===== src/core/pic_host_pkg.sv =====
/*
  constants for the host-side controller of an eight-input priority
  interrupt controller: own apb register map, command codes, pin timing.
  assumes a 200 mhz clock.
*/
package pic_host_pkg;
  localparam int          CLK_MHZ          = 200;
  localparam int          STROBE_NS        = 100;
  localparam int          STROBE_CYC       = (STROBE_NS * CLK_MHZ + 999) / 1000;
  localparam int          CNT_W            = 8;
  // own apb registers
  localparam logic [11:0] OFF_CMD          = 12'h000;
  localparam logic [11:0] OFF_MASK         = 12'h004;
  localparam logic [11:0] OFF_STATUS       = 12'h008;
  localparam logic [11:0] OFF_VECTOR       = 12'h00c;
  // command field in OFF_CMD
  localparam int          CMD_LSB          = 8;
  localparam int          CMD_W            = 4;
  localparam int          LVL_LSB          = 0;
  localparam logic [3:0]  CMD_NOP          = 4'h0;
  localparam logic [3:0]  CMD_INIT         = 4'h1;
  localparam logic [3:0]  CMD_NS_EOS       = 4'h2;
  localparam logic [3:0]  CMD_SP_EOS       = 4'h3;
  localparam logic [3:0]  CMD_ROT_SP_EOS   = 4'h4;
  localparam logic [3:0]  CMD_SET_PRIO     = 4'h5;
  localparam logic [3:0]  CMD_SMM_SET      = 4'h6;
  localparam logic [3:0]  CMD_SMM_CLR      = 4'h7;
  localparam logic [3:0]  CMD_ACK          = 4'h8;
  // init options in OFF_CMD
  localparam int          LEVEL_BIT        = 4;
  localparam int          AUTO_BIT         = 5;
  // device-side opcodes on cmd_opcode pins
  localparam logic [2:0]  OP_INIT          = 3'h0;
  localparam logic [2:0]  OP_NS_EOS        = 3'h1;
  localparam logic [2:0]  OP_SP_EOS        = 3'h2;
  localparam logic [2:0]  OP_ROT_SP_EOS    = 3'h3;
  localparam logic [2:0]  OP_SET_PRIO      = 3'h4;
  localparam logic [2:0]  OP_SMM_SET       = 3'h5;
  localparam logic [2:0]  OP_SMM_CLR       = 3'h6;
  localparam logic [2:0]  OP_MASK_WR       = 3'h7;
  localparam int          ACK_PULSES       = 3;
  localparam logic [2:0]  DEFAULT_LEVEL    = 3'h7;
  localparam logic [7:0]  MASK_RESET       = 8'hff;
endpackage : pic_host_pkg


===== src/core/pic_host.sv =====
/*
  host-side controller that drives an eight-input priority interrupt
  controller through a command strobe, mask write and acknowledge strobe.
  assumes the device samples commands on the rising edge of cmd_write and
  puts a level code on ack_level during the first acknowledge pulse.
*/
// Chosen here: the APB register port and the register offsets.
// Functional notes
// - host masks level before entering special masking; pic_host does not mask or check it on CMD_SMM_SET
// - leave special masking before nonspecific clear
// - after set-priority use specific clear
// - request held past first acknowledge fall
// - auto clear with level: keep interrupts off
module pic_host
  import pic_host_pkg::*;
#(
  parameter int STROBE_CYCLES = pic_host_pkg::STROBE_CYC
)(
  // clock and reset
  input  wire logic       clk,
  input  wire logic       rst,
  // apb slave
  input  wire logic       psel,
  input  wire logic       penable,
  input  wire logic       pwrite,
  input  wire logic [11:0] paddr,
  input  wire logic [31:0] pwdata,
  output logic [31:0]     prdata,
  output logic            pready,
  output logic            pslverr,
  // device pins
  input  wire logic       dev_int,
  input  wire logic [2:0] ack_level,
  output logic            cmd_write,
  output logic [2:0]      cmd_opcode,
  output logic [7:0]      cmd_data,
  output logic            acknowledge_strobe_n
);
  import pic_host_pkg::*;

  typedef enum logic [2:0] {
    S_IDLE  = 3'b000,
    S_CMD   = 3'b001,
    S_GAP   = 3'b010,
    S_ACKLO = 3'b011,
    S_ACKHI = 3'b100
  } state_type;

  state_type        state_q;
  logic [CNT_W-1:0] cnt_q;
  logic [1:0]       pulse_q;
  logic [7:0]       request_mask_q;
  logic             smm_q;
  logic             level_mode_q;
  logic             auto_eos_q;
  logic             set_prio_used_q;
  logic [2:0]       vector_q;
  logic             vector_valid_q;
  logic             busy;
  logic             wr_acc;
  logic [3:0]       cmd_code;
  logic [2:0]       lvl;
  logic             cmd_ok;
  logic             tick;

  ////////////////////////////////////////////////////////////////////////
  // apb decode
  assign busy     = (state_q != S_IDLE);
  assign wr_acc   = psel && penable && pwrite && pready;
  assign cmd_code = pwdata[CMD_LSB +: CMD_W];
  assign lvl      = pwdata[LVL_LSB +: 3];
  assign pready   = !(psel && pwrite && busy &&
                      (paddr == OFF_CMD || paddr == OFF_MASK));
  // host refuses a nonspecific clear while special masking or set-priority is in use
  assign cmd_ok   = !(cmd_code == CMD_NS_EOS && (smm_q || set_prio_used_q));
  assign pslverr  = psel && penable && pready &&
                    ((paddr != OFF_CMD && paddr != OFF_MASK &&
                      paddr != OFF_STATUS && paddr != OFF_VECTOR) ||
                     (pwrite && paddr == OFF_CMD && !cmd_ok));
  assign tick     = (cnt_q == CNT_W'(STROBE_CYCLES - 1));

  always_comb
  begin
    prdata = 32'h0000_0000;
    unique case (paddr)
      OFF_MASK:   prdata = {24'h00_0000, request_mask_q};
      OFF_STATUS: prdata = {26'h0, auto_eos_q, level_mode_q, set_prio_used_q,
                            smm_q, dev_int, busy};
      OFF_VECTOR: prdata = {28'h000_0000, vector_valid_q, vector_q};
      default:    prdata = 32'h0000_0000;
    endcase
  end

  ////////////////////////////////////////////////////////////////////////
  // command and acknowledge sequencer
  always_ff @(posedge clk)
  begin
    if (rst)
    begin
      state_q              <= S_IDLE;
      cnt_q                <= '0;
      pulse_q              <= 2'h0;
      cmd_write            <= 1'b0;
      cmd_opcode           <= OP_INIT;
      cmd_data             <= 8'h00;
      acknowledge_strobe_n <= 1'b1;
    end
    else
    begin
      unique case (state_q)
        S_IDLE:
        begin
          cnt_q <= '0;
          if (wr_acc && paddr == OFF_MASK)
          begin
            cmd_opcode <= OP_MASK_WR;
            cmd_data   <= pwdata[7:0];
            cmd_write  <= 1'b1;
            state_q    <= S_CMD;
          end
          else if (wr_acc && paddr == OFF_CMD && cmd_ok && cmd_code == CMD_ACK)
          begin
            // acknowledge only on demand, never on a priority change
            acknowledge_strobe_n <= 1'b0;
            pulse_q              <= 2'h0;
            state_q              <= S_ACKLO;
          end
          else if (wr_acc && paddr == OFF_CMD && cmd_ok &&
                   cmd_code != CMD_NOP && cmd_code < CMD_ACK)
          begin
            cmd_write <= 1'b1;
            state_q   <= S_CMD;
            cmd_data  <= {5'h00, lvl};
            unique case (cmd_code)
              CMD_INIT:
              begin
                cmd_opcode <= OP_INIT;
                cmd_data   <= {2'h0, pwdata[AUTO_BIT], pwdata[LEVEL_BIT], 4'h0};
              end
              CMD_NS_EOS:     cmd_opcode <= OP_NS_EOS;
              CMD_SP_EOS:     cmd_opcode <= OP_SP_EOS;
              CMD_ROT_SP_EOS: cmd_opcode <= OP_ROT_SP_EOS;
              CMD_SET_PRIO:   cmd_opcode <= OP_SET_PRIO;
              CMD_SMM_SET:    cmd_opcode <= OP_SMM_SET;
              CMD_SMM_CLR:    cmd_opcode <= OP_SMM_CLR;
              default:        cmd_opcode <= OP_INIT;
            endcase
          end
        end
        S_CMD, S_GAP:
        begin
          cnt_q <= tick ? '0 : cnt_q + 1'b1;
          if (tick)
          begin
            cmd_write <= 1'b0;
            state_q   <= (state_q == S_CMD) ? S_GAP : S_IDLE;
          end
        end
        S_ACKLO:
        begin
          cnt_q <= tick ? '0 : cnt_q + 1'b1;
          if (tick)
          begin
            acknowledge_strobe_n <= 1'b1;
            state_q              <= S_ACKHI;
          end
        end
        S_ACKHI:
        begin
          cnt_q <= tick ? '0 : cnt_q + 1'b1;
          if (tick)
          begin
            pulse_q <= pulse_q + 2'h1;
            if (pulse_q == 2'(ACK_PULSES - 1))
              state_q <= S_IDLE;
            else
            begin
              acknowledge_strobe_n <= 1'b0;
              state_q              <= S_ACKLO;
            end
          end
        end
        default: state_q <= S_IDLE;
      endcase
    end
  end

  ////////////////////////////////////////////////////////////////////////
  // shadow of device mode state
  always_ff @(posedge clk)
  begin
    if (rst)
    begin
      request_mask_q  <= MASK_RESET;
      smm_q           <= 1'b0;
      level_mode_q    <= 1'b0;
      auto_eos_q      <= 1'b0;
      set_prio_used_q <= 1'b0;
    end
    else if (wr_acc && !busy && paddr == OFF_MASK)
      request_mask_q <= pwdata[7:0];
    else if (wr_acc && !busy && paddr == OFF_CMD && cmd_ok)
    begin
      unique case (cmd_code)
        CMD_INIT:
        begin
          level_mode_q    <= pwdata[LEVEL_BIT];
          auto_eos_q      <= pwdata[AUTO_BIT];
          smm_q           <= 1'b0;
          set_prio_used_q <= 1'b0;
        end
        CMD_SMM_SET:    smm_q <= 1'b1;
        CMD_SMM_CLR:    smm_q <= 1'b0;
        CMD_SET_PRIO:   set_prio_used_q <= 1'b1;
        CMD_SP_EOS,
        CMD_ROT_SP_EOS: set_prio_used_q <= 1'b0;
        default:        smm_q <= smm_q;
      endcase
    end
  end

  ////////////////////////////////////////////////////////////////////////
  // vector capture at end of first acknowledge pulse
  always_ff @(posedge clk)
  begin
    if (rst)
    begin
      vector_q       <= DEFAULT_LEVEL;
      vector_valid_q <= 1'b0;
    end
    else if (wr_acc && !busy && paddr == OFF_CMD && cmd_code == CMD_ACK)
      vector_valid_q <= 1'b0;
    else if (state_q == S_ACKLO && tick && pulse_q == 2'h0)
    begin
      vector_q       <= ack_level;
      vector_valid_q <= 1'b1;
    end
  end

  a_ack_three: assert property (@(posedge clk) disable iff (rst)
    (state_q == S_ACKHI && tick && pulse_q == 2'h2) |=> state_q == S_IDLE)
    else $error("acknowledge did not end after third pulse");
  a_ns_refused: assert property (@(posedge clk) disable iff (rst)
    (psel && penable && pready && pwrite && paddr == OFF_CMD && cmd_code == CMD_NS_EOS &&
     smm_q)
      |-> pslverr)
    else $error("nonspecific clear accepted in special masking");
  a_prio_ns: assert property (@(posedge clk) disable iff (rst)
    (wr_acc && paddr == OFF_CMD && cmd_code == CMD_NS_EOS && set_prio_used_q)
      |=> !cmd_write)
    else $error("nonspecific clear sent after set priority");
  a_mask_sent: assert property (@(posedge clk) disable iff (rst)
    (wr_acc && !busy && paddr == OFF_MASK) |=> cmd_write && cmd_data == request_mask_q)
    else $error("mask write not forwarded");
  a_smm_hold: assert property (@(posedge clk) disable iff (rst)
    ($fell(smm_q)) |-> $past(wr_acc && (cmd_code == CMD_SMM_CLR || cmd_code == CMD_INIT)))
    else $error("special masking dropped without clear");
  a_ack_only: assert property (@(posedge clk) disable iff (rst)
    ($fell(acknowledge_strobe_n) && $past(state_q) == S_IDLE) |->
      $past(wr_acc && cmd_code == CMD_ACK))
    else $error("acknowledge started without request");
  a_init_mode: assert property (@(posedge clk) disable iff (rst)
    (wr_acc && !busy && paddr == OFF_CMD && cmd_code == CMD_INIT) |=>
      cmd_opcode == OP_INIT && cmd_data[LEVEL_BIT] == level_mode_q)
    else $error("trigger mode not sent at init");
  a_vec_first: assert property (@(posedge clk) disable iff (rst)
    (state_q == S_ACKLO && tick && pulse_q == 2'h0) |=> vector_valid_q)
    else $error("vector not captured at first pulse");
endmodule : pic_host


===== config.mk =====
export PLATFORM = sky130hd
export DESIGN_NAME = pic_host
export DESIGN_NICKNAME = d
export VERILOG_FILES = /design/src/core/pic_host_pkg.sv /design/src/core/pic_host.sv
export SDC_FILE = /design/constraint.sdc
export NUM_CORES = 1
export LEC_CHECK = 0
export ABC_AREA = 1
export BUFFER_PORTS_ARGS = -buffer_cell sky130_fd_sc_hd__buf_4
export CAP_MARGIN = 10
export CORE_MARGIN = 5
export CORE_UTILIZATION = 44
export DETAILED_ROUTE_END_ITERATION = 16
export GPL_TIMING_DRIVEN = 0
export PLACE_DENSITY_LB_ADDON = 0.3
export SLEW_MARGIN = 20
export SYNTH_ARGS = -nofsm -noshare
export SYNTH_HDL_FRONTEND = slang
export SYNTH_SLANG_ARGS = --single-unit

===== constraint.sdc =====
create_clock -name clk -period 1.6 [get_ports clk]
set_clock_uncertainty 0.1 [all_clocks]
set_input_delay 0.24 -clock clk [delete_from_list [all_inputs] [get_ports clk]]
set_output_delay 0.24 -clock clk [all_outputs]
set_load 0.02 [all_outputs]

Word level (Yosys, flattened, before mapping)
Index checks and enable logic that the tools add are counted.

word-level totals
  register bits after elaboration = 42
  latch bits = 0
  RAM bits = 0
  ROM bits = 0
  input bits = 53
  output and inout port bits = 47
  word-level logic and storage cells = 146
  memories = 0

cells by class
  add/subtract/negate cells = 2
  multiply operators = 0
  div/mod/pow operators = 0
  $lt $le $gt $ge = 1
  equal/unequal tests = 30
  shift operators = 0
  muxes and demuxes = 37
  bitwise operators = 2
  reduce and logical (&&, ||, !) cells = 60

operators with widths
  cell                   count
  $mux W8                4
  $logic_and A1 B1 Y1    27
  $mux W3                9
  $eq A12 B4 Y1 const B  2
  $ne A12 B4 Y1 const B  2
  $pmux W8 S3            1
  $pmux W3 S6            1
  $eq A4 B3 Y1 const B   4
  $pmux W8 S2            1
  $ne A2 B2 Y1 const B   7
  $eq A12 B3 Y1 const B  1
  $logic_not A12 Y1      1
  $ne A12 B3 Y1 const B  1
  $pmux W3 S4            1
  $reduce_and A3 Y1      4
  $reduce_and A4 Y1      3
  $reduce_bool A12 Y1    1
  $reduce_bool A2 Y1     6
  $mux W2                5
  $mux W1                9
  $add A8 B1 Y8 const B  1
  $eq A4 B2 Y1 const B   2
  $eq A8 B5 Y1 const B   1
  $eq A3 B2 Y1 const B   2
  other kinds (25)       36

Logic depth before layout (Yosys ltp)
Gate-level depths: netlist of the first run.

  word-level depth = 13
  mapped depth = 14
  depth with buffers taken out = 14

Worst setup path before layout of the first run
Ideal clock, no wire load.

  path kind = input -> output
  start point = in paddr[7]
  end point = out prdata[3]
  arrival time = 1.310 ns
  data required time = 1.260 ns
  setup slack = -0.050 ns
  stages on the path = 5
  buffers on the path = 0
  cells stage by stage = nor2_1 nand2_1 nor2_8 nand4_1 o21ai_0

between the ends
  cells in the longest elaborated chain, start to end = 2
  elaborated cells on any way between the ends = 4
  those cells by class = 3 x eq/ne; 1 x mux

ends and longest elaborated chain
  element                                         RTL line        source
  from (decl)                                     pic_host.sv:26  input wire logic [11:0] paddr,
  $eq A12 B4 Y1 or $eq A12 B3 Y1 (tied branches)  pic_host.sv:85  unique case (paddr)
  $pmux W8 S3 *                                   pic_host.sv:85
  to (decl)                                       pic_host.sv:28  output logic [31:0] prdata,

Mark *: on every way between the ends. The rest lies on a longest branch, timed or not.

Final worst setup path of the first run
  start point = reg state_q[1]
  end point = out pready

between the ends
  cells in the longest elaborated chain, start to end = 4

ends and longest elaborated chain
  element                            RTL line         source
  from (decl)                        pic_host.sv:49   state_type state_q;
  from (signal assigned)             pic_host.sv:156  state_q <= (state_q == S_CMD) ? S_GAP : S_IDLE;
  $reduce_bool A3 Y1                 pic_host.sv:68   assign busy = (state_q != S_IDLE);
  $logic_and A1 B1 Y1 (2 in series)  pic_host.sv:72   assign pready = !(psel && pwrite && busy &&
  $logic_not A1 Y1                   pic_host.sv:72
  to (decl)                          pic_host.sv:29   output logic pready,

No other way between the ends.

==> metrics.md, run 1 <==
| Metric | Value |
|---|---|
| Clock Sinks | `42` |
| Int Pwr | `1.90 mW` |
| Core area | `0.00557 mm2` |
| Die Wd | `86.1 um` |
| Starting Density | `45.7%` |
| Largest net degree at the start of global routing | `13` |
| Residual DRC | `0` |
| Crit. Startpoint | `state_q[1]` |
| Syn avg cell area | `7.45 um2` |
| Setup_tns | `-1670 ps` |
| Remaining antenna violation count | `0` |
| Cells after DPL | `492` |
| Final Max Tran Viols | `0` |
| Seq/Total Area, Yosys | `33.0%` |
| Vias | `2578` |
| Cells after synthesis | `342` |
| Clock Power Share | `31.5%` |
| Crit path largest cell delay | `360 ps` |
| Main flop type after synthesis | `dfxtp_1` |
| Via/cell ratio | `4.87` |
| Worst hold margin | `23.3 ps` |
| First-pass GRT wire length | `11300 um` |
| Sequential group share of total power | `41.6%` |
| Maximum fanout along the worst path | `4` |
| RSZ-0062 raised after global routing | `true` |
| Io pins | `100` |
| Max cap viols | `0` |
| GP Congestion | `0.785` |
| Path depth of the worst reg2reg path | `14` |
| Total power | `2.73 mW` |
| Critical Path Stages | `8` |
| Cell area after synthesis | `0.00255 mm2` |
| Worst-Margin Slew | `682 ps` |
| Post-route insts no fill | `529` |
| Worst Setup Path Type | `reg -> out` |
| Leakage power | `1.82 nW` |
| CTS Hold Buffers Added | `0` |
| Synth Warn # | `0` |
| Unique masters post-synth | `39` |
| Crit path to | `pready` |
| Gr usage total | `18.8%` |
| Critical path data required time | `1260 ps` |
| Rel. slew slack | `54.5%` |
| Final Hold Fails | `0` |
| Port bufs | `55` |
| Setup slack, reg-to-reg | `-110 ps` |
| Worst setup margin | `-136 ps` |
| DR iter-0 viols | `108` |
| Root buffer cell | `clkbuf_8` |
| Startpoint types | `register` |
| Num rows | `27` |
| Hold crit path type | `in -> reg` |
| Status | `complete, but fails checks` |
| Diode count | `0` |
| Initial antenna violation count | `0` |
| First-pass DRT Iterations | `4` |
| Crit-path most repeated cell | `nand2_4` |
| CP arrival | `1400 ps` |
| Async SR Flop Fraction | `0%` |
| Nets | `513` |
| Clock Latency Late Sink | `300 ps` |
| Pwr per Cell Area | `694 mW/mm2` |
| FF+latch count, synth | `42` |
| Post-DP HPWL | `4900 um` |
| Die Height | `86.1 um` |
| RR Startpoint | `state_q[1]` |
| Grt ovf | `0` |
| Final setup vio count | `29` |
| Tcrit/Tclk final | `108%` |
| CP Cell Sequence | `nor2_4 -> nand2_4 -> nand2_4 -> nor2_4 -> nand2_4 -> buf_4 -> buf_6 -> buf_6` |
| CTS tree | `yes` |
| Number of synthesized flops with an enable pin | `0` |
| Layout cells sized above 1 | `51.0%` |
| Slowest cell on the critical path | `dfxtp_2` |
| Combinational power share | `26.9%` |
| Avg WL per Cell | `13.8 um` |
| Worst setup EP type | `output pin` |
| Util after Layout | `70.5%` |
| Max IR drop VDD | `0.523 mV` |
| Area grow syn2layout | `54.4%` |
| H-tree depth | `2` |
| Critical path buffers and inverters | `3` |
| Final WL | `7290 um` |
| CP delay by family, top | `simple AND/OR/NAND/NOR gates` |
| Failing checks | `setup timing` |
| Net Sw Power | `0.828 mW` |
| Die area | `0.00741 mm2` |
| CTS Buf Count | `5` |
| Clk slew on worst S/H paths | `80 ps` |
| Vias in the first global route | `2564` |
| Maximum clock rate | `576 MHz` |
| Sw frac | `30.3%` |
| Final Critical Period | `1740 ps` |
| Reg2Reg Capture Point | `state_q[0]` |
| Clock Path Buffers | `2` |
## power groups by stage
| stage | clock network [mW] | logic, mW | registers (mW) |
|---|---|---|---|
| after floorplan | 0 | 0.393 | 1.16 |
| after global placement | 0 | 0.557 | 1.14 |
| after detailed placement | 0 | 0.565 | 1.15 |
| after CTS | 0.866 | 0.683 | 1.13 |
| after global routing | 0.928 | 0.806 | 1.14 |
| final | 0.860 | 0.734 | 1.14 |
## cell usage after synthesis, types with 2 or more instances
cell type / n / area (um2)
nand2_8: 2 / 40.0
nor2_1: 36 / 135
nand2_1: 71 / 267
nor2_4: 5 / 56.3
nor2_2: 12 / 75.1
inv_2: 2 / 7.51
nor3_1: 11 / 55.1
buf_6: 2 / 22.5
nor2_8: 2 / 40.0
nand3_4: 2 / 35.0
o211ai_1: 7 / 52.6
inv_1: 37 / 139
o21ai_0: 11 / 55.1
clkbuf_1: 3 / 11.3
nand2_2: 3 / 18.8
a211oi_2: 8 / 100
buf_4: 24 / 180
nand3_1: 19 / 95.1
nand2_4: 3 / 33.8
dfxtp_1: 42 / 841
nor3b_1: 3 / 22.5
nand4_1: 3 / 18.8
a21oi_1: 16 / 80.1
ha_1: 3 / 37.5
## routing by layer
| metal | global-route usage (%) | up-vias | wire length, um |
|---|---|---|---|
| met1 | 20.5 | 1179 | 2850 |
| met2 | 34.2 | 89 | 3740 |
| met3 | 6.15 | 14 | 581 |
| met5 | 0 | - | 0 |
| li1 | - | 1296 | - |
| met4 | 6.19 | 0 | 120 |
## state kept, by name, indices dropped and copies added (netlist names)
| register | cells |
|---|---|
| cmd_write | 1 |
| auto_eos_q | 1 |
| state_q | 3 |
| level_mode_q | 1 |
| pulse_q | 2 |
| vector_q | 3 |
| set_prio_used_q | 1 |
| cmd_data | 8 |
| request_mask_q | 8 |
| cnt_q | 8 |
| acknowledge_strobe_n | 1 |
| vector_valid_q | 1 |
| cmd_opcode | 3 |
| smm_q | 1 |
## layout by cell type (no fill, tap or decap), types with 11 or more instances in the layout
master,Yosys,layout
conb_1,1,24
inv_1,37,30
nor2_4,5,16
a21oi_1,16,14
nand2_4,3,11
nor2_2,12,11
buf_6,2,27
nand2_1,71,47
nor2_1,36,26
dfxtp_1,42,37
buf_4,24,81
nand3_1,19,11
nand2_2,3,19
## stage by stage
| step | setup slack, ps | area, um2 |
|---|---|---|
| after floorplan | -49.9 | 2630 |
| after global placement | -421 | 3140 |
| after detailed placement | -418 | 3140 |
| after global routing | -200 | 3930 |
| after CTS | -147 | 3710 |
| final | -136 | 3930 |
## how the worst min path moves through the flow
stage / start / end / cells past startpoint
6_report: rst / cmd_data[7] / 2
5_1_grt: rst / cmd_data[7] / 2
4_1_cts: rst / cmd_data[7] / 2
3_5_place_dp: rst / cmd_data[7] / 2
3_3_place_gp: rst / cmd_data[7] / 2
2_1_floorplan: rst / cmd_data[7] / 1
## kinds of logic after synthesis
| group | count (synthesis) | share of synthesized area (%) |
|---|---|---|
| other | 1 | 0.147 |
| buffers and inverters | 70 | 15.4 |
| AND/OR/NAND/NOR | 176 | 36.2 |
| flip-flops | 42 | 33.0 |
| AO/OA/AOI/OAI | 50 | 13.8 |
| adder cells (fa/ha/maj) | 3 | 1.47 |
## final cells by class
class / instances / area [um2]
inverter: 40 / 174
clock inverter: 1 / 30.0
multi-input combinational: 253 / 1710
tap: 72 / 90.1
fill: 419 / 1640
timing repair buffer: 86 / 767
clock buffer: 6 / 82.6
buffer: 29 / 226
sequential: 42 / 850
## worst reg2reg max path: stages (launching register included)
cell,delay (ps)
dfxtp_2,360
nor2_4,50
nand2_4,90
nand2_4,60
nor2_4,100
nand2_4,90
nand2_8,100
inv_4,40
nand3_4,90
nand2_8,90
buf_6,130
o21ai_4,150
nand2_1,70
nand2_1,60
nor2_1,50
## timing repair
action                     CTS  global route
gates resized for setup     74            63
gates cloned                 2             0
buffers inserted            23             8
setup endpoints to repair   38            48
hold endpoints to repair     0             0
pin swaps                   22            24
Power figures use the tool's default switching activity.
==> run 2: changes to the inputs <==
--- a/config.mk
+++ b/config.mk
@@ -8,6 +8,7 @@
 export ABC_AREA = 1
 export BUFFER_PORTS_ARGS = -buffer_cell sky130_fd_sc_hd__buf_4
 export CAP_MARGIN = 10
+export CORE_ASPECT_RATIO = 1.5
 export CORE_MARGIN = 5
 export CORE_UTILIZATION = 44
 export DETAILED_ROUTE_END_ITERATION = 16
==> run 2 against run 1 <==
Against the previous run: the flow still finishes with violations (setup timing); non-clock buffer count shrank 1; critical path depth fell by 1; largest power group unchanged; via count grew 0.78%; critical endpoint is now pslverr.
==> metrics.md, run 2 (synthesized netlist as in run 1, its figures left out) <==
| Metric | Value |
|---|---|
| Design area | `0.00391 mm2 (-0.57%)` |
| HP Start | `rst` |
| Util after Layout | `68.6% (-2.0 points)` |
| Port bufs | `55 (unchanged)` |
| Initial antenna violation count | `0 (unchanged)` |
| Crit path largest cell delay | `340 ps (-20 ps)` |
| Worst hold margin | `15.4 ps (-7.94 ps)` |
| Rel. slew slack | `55.5% (+1.0 points)` |
| Total power | `2.64 mW (-3.4%)` |
| Setup slack, reg-to-reg | `-110 ps (about the same)` |
| Largest net degree at the start of global routing | `16 (+3)` |
| Area grow syn2layout | `53.5%` |
| Gr usage total | `18.7% (-0.16 points)` |
| Setup_tns | `-1960 ps (-291 ps)` |
| Final Max Tran Viols | `0 (unchanged)` |
| Hold path endpoint | `cmd_data[7]` |
| Path depth of the worst reg2reg path | `12 (-2)` |
| Post-route insts no fill | `529 (unchanged)` |
| Avg WL per Cell | `14.2 um (+2.7%)` |
| Clock Latency Late Sink | `310 ps (about the same)` |
| RSZ-0062 raised after global routing | `true` |
| Diode count | `0 (unchanged)` |
| CP arrival | `1390 ps (about the same)` |
| Die area | `0.00744 mm2 (+0.42%)` |
| Core area | `0.00570 mm2 (+2.3%)` |
| Via/cell ratio | `4.91 (+0.78%)` |
| Io pins | `100 (unchanged)` |
| First-pass GRT wire length | `11000 um (-2.7%)` |
| CTS Buf Count | `5 (unchanged)` |
| Failing checks | `setup timing` |
| Hold crit path type | `in -> reg` |
| Vias | `2598 (+0.78%)` |
| Most common cell after layout, fill and taps aside | `buf_4` |
| RR Startpoint | `state_q[1]` |
| Worst setup EP type | `output pin` |
| Commonest non-fill, non-tap cells in the layout | `buf_4 (86), nand2_1 (55), dfxtp_1 (37), inv_1 (31), nor2_1 (25)` |
| Max cap viols | `0 (unchanged)` |
| CTS Hold Buffers Added | `0 (unchanged)` |
| Grt ovf | `0 (unchanged)` |
| Remaining antenna violation count | `0 (unchanged)` |
| Crit-path most repeated cell | `nand2_4` |
| Final Critical Period | `1730 ps (-5.22 ps)` |
| Residual DRC | `0 (unchanged)` |
| Max IR drop VDD | `0.789 mV (+51%)` |
| Pwr per Cell Area | `674 mW/mm2 (-2.8%)` |
| Starting Density | `44.7% (-1.0 points)` |
| Maximum clock rate | `578 MHz (+0.30%)` |
| Startpoint types | `register` |
| Maximum fanout along the worst path | `4 (unchanged)` |
| Worst setup margin | `-130 ps (+5.22 ps)` |
| Slowest cell on the critical path | `dfxtp_2` |
| Worst slack at placement | `-552 ps (-134 ps)` |
| H-tree depth | `2 (unchanged)` |
| CP Cell Sequence | `nor2_4 -> nand2_4 -> nand2_4 -> nor2_4 -> nand2_4 -> a21boi_2 -> buf_6` |
| First-pass DRT Iterations | `4 (unchanged)` |
| Clk slew on worst S/H paths | `80 ps (about the same)` |
| Clock Path Buffers | `2 (unchanged)` |
| Clock Sinks | `42 (unchanged)` |
| Final setup vio count | `32 (+10%)` |
| Worst-Margin Slew | `667 ps (-15.1 ps)` |
| Die Wd | `72.1 um (-16%)` |
| Final Hold Fails | `0 (unchanged)` |
| Vias in the first global route | `2498 (-2.6%)` |
| Root buffer cell | `clkbuf_8` |
| Nets | `512 (-0.19%)` |
| Cells on Worst Hold Path | `2 (unchanged)` |
| Layout cells sized above 1 | `49.5% (-1.5 points)` |
| CTS tree | `yes` |
| Cells after DPL | `492 (unchanged)` |
| GP Congestion | `0.849 (+8.1%)` |
| Post-DP HPWL | `4980 um (+1.8%)` |
| DR iter-0 viols | `84 (-22%)` |
| Reg2Reg Capture Point | `cmd_data[4]` |
| Num rows | `34 (+26%)` |
| Critical path data required time | `1260 ps (about the same)` |
| Biggest regs | `cmd_data (8), cnt_q (8), request_mask_q (8)` |
| Post-DP Area | `0.00314 mm2 (unchanged)` |
| Tcrit/Tclk final | `108% (-0.33 points)` |
| Worst Setup Path Type | `reg -> out` |
| Leakage power | `1.81 nW (-0.49%)` |
| Status | `complete, but fails checks` |
| Die Height | `103 um (+20%)` |
| Final WL | `7490 um (+2.7%)` |
[run 2: critical path, delay by kind of cell (launching register included)]
| kind | cells | cell delay (ps) |
|---|---|---|
| DFF | 1 | 340 |
| AOI/OAI and AO/OA | 1 | 180 |
| buffers and inverters | 1 | 130 |
| and+or+nand+nor | 5 | 440 |
[run 2: worst max path at each step]
stage | from | to | slack, ps | cells past startpoint
after CTS | paddr[4] | prdata[2] | -160 | 9
after global routing | state_q[1] | state_q[1] | -190 | 10
after detailed placement | paddr[11] | prdata[3] | -550 | 9
after global placement | paddr[7] | prdata[3] | -540 | 9
final | state_q[1] | pslverr | -130 | 7
after floorplan | paddr[7] | prdata[3] | -50 | 5
[run 2: where the power goes]
group          total (mW)  internal [mW]  switching, mW
logic               0.797          0.348          0.449
clock network       0.714          0.312          0.402
registers            1.13           1.09         0.0349
total                2.64           1.75          0.885
[run 2: routing by layer]
layer  vias up  track usage [%]  routed length (um)
met5         -                0                   0
met2        79             36.3                4310
met1      1203             17.3                2560
met3        24             4.26                 335
met4         0             11.1                 289
li1       1292                -                   -
[run 2: cell type report]
type,count,area (um2)
Buffer,30,243
Clock buffer,5,68.8
Clock inverter,3,23.8
Fill cell,475,1790
Inverter,40,168
Multi-Input combinational cell,253,1710
Sequential cell,42,852
Tap cell,72,90.1
Timing Repair Buffer,84,756
[run 2: what timing repair did]
action	in CTS	in global routing
gates cloned	1	1
pin swaps	23	15
buffers inserted	18	9
gates resized for setup	58	64
endpoints found under the setup margin	40	48
